### src/design/adcsr_pkg.sv
// Package of the serial readout block: frame size, states and timing counts.
// Assumes a 40 MHz system clock shared by both ends.
package adcsr_pkg;
    // ==========================================================
    // Frame and timing
    localparam int FRAME_BITS = 32;
    localparam int CLK_HZ = 40000000;
    localparam int CLK_NS = 25;
    // Status test delay with the internal oscillator, in ns
    localparam int STATUS_TEST_DELAY_NS = 23000;
    localparam int STATUS_TEST_CYCLES = (STATUS_TEST_DELAY_NS + CLK_NS - 1)
        / CLK_NS;
    // External oscillator case: 3.6 conversion clocks, in tenths
    localparam int STATUS_TEST_EXT_TENTHS = 36;
    // Internal serial clock is conversion clock divided by 8
    localparam int SCK_DIVIDE = 8;
    // Conversion clock period in system cycles (chosen)
    localparam int CONV_CLK_CYCLES = 4;
    // Conversion length in system cycles (shortened default)
    localparam int CONV_CYCLES = 2000;
    // Host external SCK half period in system cycles; long enough for
    // the device's SCK synchroniser plus the host's SDO synchroniser
    localparam int HOST_HALF_CYCLES = 8;
    // Result reset value
    localparam logic [31:0] RESULT_RESET = 32'h0000_0000;

    // ==========================================================
    // Device states
    typedef enum logic [1:0]
    {
        ADCSR_CONVERT = 2'b00,
        ADCSR_SLEEP = 2'b01,
        ADCSR_TEST = 2'b10,
        ADCSR_OUTPUT = 2'b11
    } adcsr_state_t;
endpackage : adcsr_pkg

### src/design/adcsr_if.sv
// Link between the converter end and the host end.
// Assumes the testbench resolves the two-way SCK wire from the enables.
`timescale 1ns/100ps
interface adcsr_if;
    logic cs_n;
    logic sck_dev_o;
    logic sck_dev_oe;
    logic sck_pullup;
    logic sck_host_o;
    logic sck_host_oe;
    logic sck;
    logic sdo_o;
    logic sdo_oe;
    logic sdo;
    modport device
    (
        input cs_n, sck, output sck_dev_o, sck_dev_oe, sck_pullup,
        output sdo_o, sdo_oe
    );
    modport host
    (
        output cs_n, sck_host_o, sck_host_oe, input sck, sdo
    );
endinterface : adcsr_if

### src/design/adcsr_device.sv
// Converter end: mode select, busy flag, 32-bit shift out, conversion.
// Assumes cs_n and sck come from the host pins, asynchronous to clk.
`timescale 1ns/100ps
module adcsr_device
    import adcsr_pkg::*;
#(
    parameter int CONV_LEN = CONV_CYCLES,
    parameter int TEST_LEN = STATUS_TEST_CYCLES,
    parameter int CONV_DIV = CONV_CLK_CYCLES
)
(
    // System
    input wire logic clk,
    input wire logic sys_rst,
    // Rate select: high means external conversion clock times the status test delay
    input wire logic rate_select_pin,
    // Next result from the converter core
    input wire logic [31:0] result_in,
    // Status
    output logic busy,
    output logic int_mode,
    // Link
    adcsr_if.device link
);
    localparam int TEST_EXT = (STATUS_TEST_EXT_TENTHS * CONV_DIV + 9) / 10;
    localparam int HALF_SCK = SCK_DIVIDE * CONV_DIV / 2;

    typedef struct packed
    {
        logic [1:0] cs_s;
        logic [1:0] sck_s;
        logic [1:0] rate_s;
        logic [1:0] por;
        logic cs_d;
        logic sck_d;
        adcsr_state_t st;
        logic intm;
        logic pull;
        logic [31:0] shreg;
        logic [31:0] held;
        logic [5:0] edges;
        logic [15:0] cnt;
        logic sck_out;
        logic sdo;
        logic sdo_en;
        logic sck_en;
    } adcsr_dev_t;

    adcsr_dev_t r;
    adcsr_dev_t next_r;
    logic cs_fall;
    logic cs_rise;
    logic sck_fall;
    logic sck_rise;
    logic sck_now;
    logic cs_low;

    // ==========================================================
    // Next state
    always_comb
    begin
        next_r = r;
        next_r.cs_s = {r.cs_s[0], link.cs_n};
        next_r.sck_s = {r.sck_s[0], link.sck};
        next_r.cs_d = r.cs_s[1];
        next_r.sck_d = r.sck_s[1];
        next_r.rate_s = {r.rate_s[0], rate_select_pin};
        next_r.por = (r.por == 2'h3) ? r.por : r.por + 2'h1;
        cs_low = ~r.cs_s[1];
        sck_now = r.sck_s[1];
        cs_fall = r.cs_d & ~r.cs_s[1];
        cs_rise = ~r.cs_d & r.cs_s[1];
        sck_fall = r.sck_d & ~r.sck_s[1];
        sck_rise = ~r.sck_d & r.sck_s[1];

        if (r.por == 2'h2)
        begin
            // Reset over: SCK level, now synchronised, picks the mode
            next_r.intm = sck_now;
        end
        if (cs_fall)
        begin
            next_r.intm = sck_now;
        end
        if (cs_rise)
        begin
            next_r.pull = 1'b1;
        end
        else if (!sck_now)
        begin
            next_r.pull = 1'b0;
        end

        case (r.st)
            ADCSR_CONVERT:
            begin
                next_r.sdo = 1'b1;
                next_r.cnt = r.cnt + 16'h0001;
                if (r.cnt >= 16'(CONV_LEN - 1))
                begin
                    next_r.cnt = 16'h0000;
                    next_r.held = result_in;
                    next_r.shreg = result_in;
                    next_r.st = ADCSR_SLEEP;
                    next_r.sdo = 1'b0;
                end
            end
            ADCSR_SLEEP:
            begin
                next_r.sdo = 1'b0;
                next_r.edges = 6'h00;
                next_r.shreg = r.held;
                if (cs_low && next_r.intm)
                begin
                    next_r.st = ADCSR_TEST;
                    next_r.sck_out = 1'b0;
                    next_r.cnt = 16'h0000;
                end
                else if (cs_low && sck_rise)
                begin
                    next_r.st = ADCSR_OUTPUT;
                    next_r.edges = 6'h01;
                end
            end
            ADCSR_TEST:
            begin
                next_r.cnt = r.cnt + 16'h0001;
                if (!cs_low)
                begin
                    next_r.st = ADCSR_SLEEP;
                end
                else if (r.cnt >= 16'(r.rate_s[1] ? TEST_EXT : TEST_LEN))
                begin
                    next_r.st = ADCSR_OUTPUT;
                    next_r.sck_out = 1'b1;
                    next_r.edges = 6'h01;
                    next_r.cnt = 16'h0000;
                end
            end
            default:
            begin
                if (!cs_low)
                begin
                    next_r.st = ADCSR_CONVERT;
                    next_r.cnt = 16'h0000;
                    next_r.sck_out = 1'b1;
                end
                else if (r.intm)
                begin
                    next_r.cnt = r.cnt + 16'h0001;
                    if (r.cnt >= 16'(HALF_SCK - 1))
                    begin
                        next_r.cnt = 16'h0000;
                        if (r.sck_out && r.edges == 6'(FRAME_BITS))
                        begin
                            next_r.st = ADCSR_CONVERT;
                            next_r.sdo = 1'b1;
                        end
                        else if (r.sck_out)
                        begin
                            next_r.sck_out = 1'b0;
                            next_r.sdo = r.shreg[31];
                            next_r.shreg = {r.shreg[30:0], 1'b0};
                        end
                        else
                        begin
                            next_r.sck_out = 1'b1;
                            next_r.edges = r.edges + 6'h01;
                        end
                    end
                end
                else if (sck_fall)
                begin
                    next_r.sdo = r.shreg[31];
                    next_r.shreg = {r.shreg[30:0], 1'b0};
                    if (r.edges == 6'(FRAME_BITS))
                    begin
                        next_r.st = ADCSR_CONVERT;
                        next_r.sdo = 1'b1;
                        next_r.cnt = 16'h0000;
                    end
                end
                else if (sck_rise)
                begin
                    next_r.edges = r.edges + 6'h01;
                end
            end
        endcase
        next_r.sdo_en = ~r.cs_s[1];
        next_r.sck_en = next_r.intm & ~r.cs_s[1] &
            (next_r.st == ADCSR_TEST || next_r.st == ADCSR_OUTPUT);
    end

    // ==========================================================
    // Registers
    always_ff @(posedge clk or posedge sys_rst)
    begin
        if (sys_rst)
        begin
            r <= '{cs_s: 2'b11, sck_s: 2'b11, rate_s: 2'h0, por: 2'h0,
                   cs_d: 1'b1, sck_d: 1'b1,
                   st: ADCSR_CONVERT, intm: 1'b1, pull: 1'b1,
                   shreg: RESULT_RESET, held: RESULT_RESET, edges: 6'h00,
                   cnt: 16'h0000, sck_out: 1'b1, sdo: 1'b1,
                   sdo_en: 1'b0, sck_en: 1'b0};
        end
        else
        begin
            r <= next_r;
        end
    end

    assign link.sdo_o = r.sdo;
    assign link.sdo_oe = r.sdo_en;
    assign link.sck_dev_o = r.sck_out;
    assign link.sck_dev_oe = r.sck_en;
    assign link.sck_pullup = r.pull;
    assign busy = (r.st == ADCSR_CONVERT);
    assign int_mode = r.intm;
endmodule : adcsr_device

### src/flat_wrapper.sv
// flat-port wrapper written by rule: the top's interface ports become plain ports
module adcsr_device_flat import adcsr_pkg::*;
#(
    parameter int CONV_LEN = CONV_CYCLES,
    parameter int TEST_LEN = STATUS_TEST_CYCLES,
    parameter int CONV_DIV = CONV_CLK_CYCLES
)
  (clk, sys_rst, rate_select_pin, result_in, busy, int_mode, link_cs_n, link_sck, link_sck_dev_o, link_sck_dev_oe, link_sck_pullup, link_sdo_o, link_sdo_oe);
  adcsr_if link_i ();
  input wire logic clk;
  input wire logic sys_rst;
  input wire logic rate_select_pin;
  input wire logic [31:0] result_in;
  output logic busy;
  output logic int_mode;
  input wire logic [$bits(link_i.cs_n)-1:0] link_cs_n;
  input wire logic [$bits(link_i.sck)-1:0] link_sck;
  output wire logic [$bits(link_i.sck_dev_o)-1:0] link_sck_dev_o;
  output wire logic [$bits(link_i.sck_dev_oe)-1:0] link_sck_dev_oe;
  output wire logic [$bits(link_i.sck_pullup)-1:0] link_sck_pullup;
  output wire logic [$bits(link_i.sdo_o)-1:0] link_sdo_o;
  output wire logic [$bits(link_i.sdo_oe)-1:0] link_sdo_oe;
  assign link_i.cs_n = link_cs_n;
  assign link_i.sck = link_sck;
  assign link_sck_dev_o = link_i.sck_dev_o;
  assign link_sck_dev_oe = link_i.sck_dev_oe;
  assign link_sck_pullup = link_i.sck_pullup;
  assign link_sdo_o = link_i.sdo_o;
  assign link_sdo_oe = link_i.sdo_oe;
  adcsr_device #(.CONV_LEN(CONV_LEN), .TEST_LEN(TEST_LEN), .CONV_DIV(CONV_DIV)) u_core (.clk(clk), .sys_rst(sys_rst), .rate_select_pin(rate_select_pin), .result_in(result_in), .busy(busy), .int_mode(int_mode), .link(link_i));
endmodule
### config.mk
export PLATFORM = sky130hd
export DESIGN_NAME = adcsr_device_flat
export DESIGN_NICKNAME = d
export VERILOG_FILES = /design/src/design/adcsr_pkg.sv /design/src/design/adcsr_if.sv /design/src/design/adcsr_device.sv /design/src/flat_wrapper.sv
export SDC_FILE = /design/constraint.sdc
export NUM_CORES = 1
export LEC_CHECK = 0
export BUFFER_PORTS_ARGS = -buffer_cell sky130_fd_sc_hd__buf_2
export CAP_MARGIN = 20
export CORE_MARGIN = 3
export CORE_UTILIZATION = 65
export DETAILED_ROUTE_END_ITERATION = 8
export PLACE_DENSITY = 0.86
export RECOVER_POWER = 25
export SLEW_MARGIN = 20
export SYNTH_ARGS = -nofsm -noshare
export SYNTH_HDL_FRONTEND = slang
export SYNTH_SLANG_ARGS = --single-unit
### constraint.sdc
create_clock -name clk -period 6.1 [get_ports clk]
set_clock_uncertainty 0.15 [all_clocks]
set_input_delay 1.22 -clock clk [delete_from_list [all_inputs] [get_ports clk]]
set_output_delay 1.22 -clock clk [all_outputs]
set_load 0.01 [all_outputs]
==> Word-level counts from Yosys, hierarchy flattened <==
Index checks and enable logic that the tools add are counted.
{ "word_totals": {"reg_bits": 104, "elab_cells": 130, "out_inout_bits": 7, "input_bits": 37} }
{ "op_classes": {"n_eq_ne": 23, "n_addsub": 3, "n_reduce_logical": 17, "order_cmp": 3, "bitwise_logic": 12, "mux": 55} }
{ "ops": {"columns": ["operator", "n"], "rows": [
  ["$mux W32", 6],
  ["$pmux W32 S3", 1],
  ["$mux W64", 1],
  ["$mux W16", 3],
  ["$pmux W16 S3", 1],
  ["$mux W23", 2],
  ["$mux W6", 6],
  ["$mux W17", 2],
  ["$mux W24", 1],
  ["$ne A4 B4 Y1 const B", 6],
  ["$mux W2", 11],
  ["$mux W22", 1],
  ["$pmux W6 S3", 1],
  ["$add A16 B1 Y16 const B", 1],
  ["$ge A16 B11 Y1 const B", 1],
  ["$ge A16 B16 Y1", 1],
  ["$ge A16 B4 Y1 const B", 1],
  ["$reduce_bool A4 Y1", 4],
  ["$mux W1", 15],
  ["$reduce_and A7 Y1", 2],
  ["$reduce_bool A6 Y1", 2],
  ["$eq A2 B2 Y1 const B", 5],
  ["$mux W10", 1],
  ["$reduce_and A9 Y1", 1],
  ["other kinds (19)", 37]
]} }

==> Logic depth before layout (Yosys ltp) <==
{ "logic_depth": {"word_depth": 10, "depth_mapped": 9} }

==> Worst setup path after synthesis <==
No wires, ideal clock.
{ "synth_timing": {"path_type": "register to register", "from": "register u_core.r[92] (netlist bit)", "to": "register u_core.r[6] (netlist bit)", "required_time_ps": 5870, "stages_incl_launch_ff": 10, "n_path_buf": 1, "path_slack_ps": 3695, "synth_period_minus_slack_ps": 2405, "arrival_time_ps": 2175, "setup_ps": 80, "cell_sequence": "dfrtp_1 inv_1 ha_1 or4_1 a31oi_1 a21oi_1 clkbuf_1 nand3_1 o21ai_0 nor3_2"} }
{ "synth_via": {"elab_chain_cells": 3, "elab_cells_between_ends": 8, "classes_between": "eq/ne: 3; mux: 1; reduce/logical: 4"} }
{ "synth_lines": {"columns": ["item", "line_no", "source"], "rows": [
  ["start, declared", "adcsr_device.sv:49", "adcsr_dev_t r;"],
  ["start signal, assigned", "adcsr_device.sv:200", "r <= '{cs_s: 2'b11, sck_s: 2'b11, rate_s: 2'h0, por: 2'h0,"],
  ["start signal, assigned", "adcsr_device.sv:209", "r <= next_r;"],
  ["$logic_not A2 Y1 *", null, null],
  ["via busy", "flat_wrapper.sv:14", "output logic busy;"],
  ["$reduce_bool A6 Y1 (no source line)", null, null],
  ["$reduce_and A3 Y1 (no source line)", null, null]
]} }
Mark *: on every way through the listed nets, which the timed path passes. The rest lies on a longest branch.
A chain may end at the register's enable or synchronous reset.

==> Final worst setup path <==
{ "layout_timing": {"from": "register u_core.r[4] (netlist bit)", "to": "register u_core.r[77] (netlist bit)"} }
{ "layout_via": {"elab_chain_cells": 3, "elab_cells_between_ends": 5, "classes_between": "order compare: 2; eq/ne: 2; reduce/logical: 1"} }
{ "layout_lines": {"columns": ["item", "line_no"], "rows": [
  ["$ge A16 B4 Y1 or $ge A16 B11 Y1 (tied branches)", "adcsr_device.sv:151, adcsr_device.sv:99"],
  ["$ne A4 B4 Y1 (no source line) or $ne A2 B1 Y1 (tied branches)", null],
  ["$reduce_and A7 Y1 (no source line) *", null]
]} }
Mark *: on every way between the ends. The rest lies on a longest branch, timed or not.

==> results.py <==
metrics = {
    "route": {
        "firstDrtPassIters": 5,
        "drcViolationCount": 0,
        "num_vias": 4040,
        "wirelength_mm": 11.4,
        "viasPerCell": 6.51,
        "antenna_left": 0,
        "wire_per_inst_um": 18.3,
        "drt_iter0_markers": 305,
    },
    "logic_synthesis": {
        "synth-edff-count": 0,
        "synth_area_leaders": "dfrtp_1 43%, mux2_2 7.0%, mux2i_1 6.1%",
        "syn-instance-count": 482,
        "syn-cell-area_um2": 5460,
        "synth.yosys.warnings": 0,
        "yosysTopAreaCellShare": 0.431,
        "syn_avg_cell_area_um2": 11.3,
        "yosysTopAreaCell": "dfrtp_1",
        "synth_nets": 535,
        "ys_ff_latch": 104,
        "ys_seq_area_frac": 0.479,
        "synth_flop_cell": "dfrtp_1",
        "synth.most_common_cell": "dfrtp_1",
        "synthTopCellsByCount": "94 x dfrtp_1, 47 x inv_1, 34 x mux2_2, 33 x mux2i_1, 31 x a222oi_1",
        "async_flop_share": 1.00,
        "synth_cell_types": 63,
    },
    "timing": {
        "relSlewSlack": -0.520,
        "rsz0062_at_grt": "no",
        "setup_tns_ps": 0,
        "max_freq_mhz": 304,
        "finalMaxSlewViolations": 54,
        "fin_crit_sh": 0.539,
        "hold_violations": 0,
        "setup_slack_ps": 2810,
        "worst_pin_slew_ps": 2270,
        "setup_viol": 0,
        "min_period_ps": 3290,
    },
    "clock_tree": {
        "clock_latency_ps": 380,
        "clockBufferDepth": 2,
        "cts.sinks": 104,
        "cts_made_buffers": 9,
        "root_buffer": "clkbuf_8",
        "htree_levels": 3,
        "cts_resized": 0,
        "hold_buffers": 0,
        "path_clk_slew_ps": 110,
        "cts_tree": "yes",
        "post_cts_buffers": 0,
    },
    "place": {
        "place_congestion": 0.975,
        "pre_cts_ws_ps": 2840,
        "dpl.hpwl_mm": 7.63,
        "placed_area_um2": 5710,
        "portBuffers": 43,
    },
    "layout": {
        "layout-drive-gt1-share": 0.266,
        "layout.nets": 567,
        "syn2layout_area_growth_pct": 8.12,
        "final_util": 0.744,
        "stdcell_area_um2": 5900,
        "antenna_cells": 0,
    },
    "floorplanning": {
        "start_util": 0.688,
        "dieArea_um2": 9530,
        "rows": 32,
        "fp.dieH_um": 97.6,
        "core_area_um2": 7930,
        "die_w_um": 97.6,
        "io_pins": 44,
    },
    "job": {
        "drv_cap": 1,
    },
    "setup_path": {
        "cp_slowest_cell": "nor3_4",
        "cp_cell_sequence": "ha_1 -> a31oi_1 -> and3_1 -> a211oi_2 -> a221oi_2 -> nor3_4 -> buf_4 -> mux2i_1",
        "cpPeakStageDelay_ps": 730,
        "cp_num_buf_inv": 1,
        "rrSetupSlack_ps": 2810,
        "start_kind": "flip-flop",
        "crit_required_ps": 6250,
        "critical_path_class": "reg -> reg",
        "setup.worst_path.end_class": "flip-flop",
        "cp.arrival_ps": 3440,
        "path_delay_family": "simple AND/OR/NAND/NOR gates",
        "path_max_fanout": 17,
    },
    "grt": {
        "grt_pass1_vias": 4060,
        "grt_max_degree": 66,
        "grt_usage": 0.243,
        "gr-total-overflow": 0,
        "antenna_found_initial": 0,
        "grt_pass1_wl_mm": 19.2,
    },
    "power_and_ir_drop": {
        "power_density_nw_per_um2": 197,
        "power_mw": 1.16,
        "p_leak_nw": 2.70,
        "peakVddDrop_uv": 151,
    },
    "outcome": {
        "failed_checks": "max-capacitance violations, max-slew violations",
        "status": "complete, but fails checks",
    },
    "hold_path": {
        "hold_path.class": "reg -> reg",
    },
}
==> layout by cell type (no fill, tap or decap), drive strengths merged, types with 9 or more instances in the layout <==
master / netlist / routed
nor2: 20 / 20
inv: 48 / 51
ha: 16 / 16
nor3: 15 / 15
clkbuf: 16 / 9
dfstp: 10 / 10
nand2: 9 / 9
buf: 12 / 49
a222oi: 31 / 31
mux2: 36 / 36
nor2b: 10 / 10
mux2i: 33 / 33
nand3: 13 / 13
and3: 11 / 11
o21ai: 17 / 17
a21oi: 12 / 12
dfrtp: 94 / 94
==> through the flow <==
step                hold slack (ps)  std cells
finish                          207        621
global route                    221        621
CTS                             210        621
detailed placement              189        605
global placement                186        605
floorplan                       181        482
==> layer usage <==
layer | GRT usage | up-vias | share of wire
li1 | - | 1880 | -
met1 | 0.315 | 2019 | 0.43
met2 | 0.406 | 120 | 0.50
met3 | 0.0596 | 21 | 0.052
met4 | 0.0724 | 0 | 0.015
met5 | 0 | - | 0
==> kinds of logic (layout without fill, tap and decap cells) <==
group	after synthesis	after routing	synth area share
AO/OA/AOI/OAI	105	105	0.160
XOR/XNOR	1	1	0.00161
adder cells (fa/ha/maj)	16	16	0.0367
buffers and inverters	76	113	0.0596
flip-flops	104	104	0.479
multiplexers	69	69	0.135
AND/OR/NAND/NOR	111	111	0.128
==> area by class of cell <==
cell class	instances	area [µm²]
Sequential cell	104	2620
Multi-Input combinational cell	302	2530
Fill cell	530	2030
Timing Repair Buffer	49	260
Inverter	48	181
Tap cell	102	128
Clock buffer	9	124
Clock inverter	7	61.3
==> flip-flops by register name, indices dropped and copies added (netlist names) <==
signal,flops
u_core.r,93
u_core.next_r,5
u_core.int_mode,1
u_core.link.sck_dev_o,1
u_core.link.sck_dev_oe,1
u_core.link.sck_pullup,1
u_core.link.sdo_o,1
u_core.link.sdo_oe,1
==> worst paths after layout <==
kind	startpoint	to	depth (start not counted)
worst max register to register	u_core.r[4]	u_core.r[77]	8
worst min-delay path	u_core.next_r[99]	u_core.r[99]	0
min in group asynchronous	sys_rst	u_core.r[29]	2
max in group asynchronous	sys_rst	u_core.r[92]	3
worst min register to register	u_core.next_r[99]	u_core.r[99]	0
worst max-delay path	u_core.r[4]	u_core.r[77]	8
==> worst reg2reg max path: stages (launching register included) <==
cell and delay [ps]:
dfrtp_1 480, ha_1 300, a31oi_1 160, and3_1 250, a211oi_2 330, a221oi_2 120
nor3_4 730, buf_4 440, mux2i_1 260
==> report_power, final <==
group | total (mW) | internal, mW | switching [mW]
clock network | 0.412 | 0.157 | 0.255
logic | 0.0480 | 0.0170 | 0.0310
registers | 0.702 | 0.696 | 0.00554
Note: power is estimated with default switching activity, not from simulation.
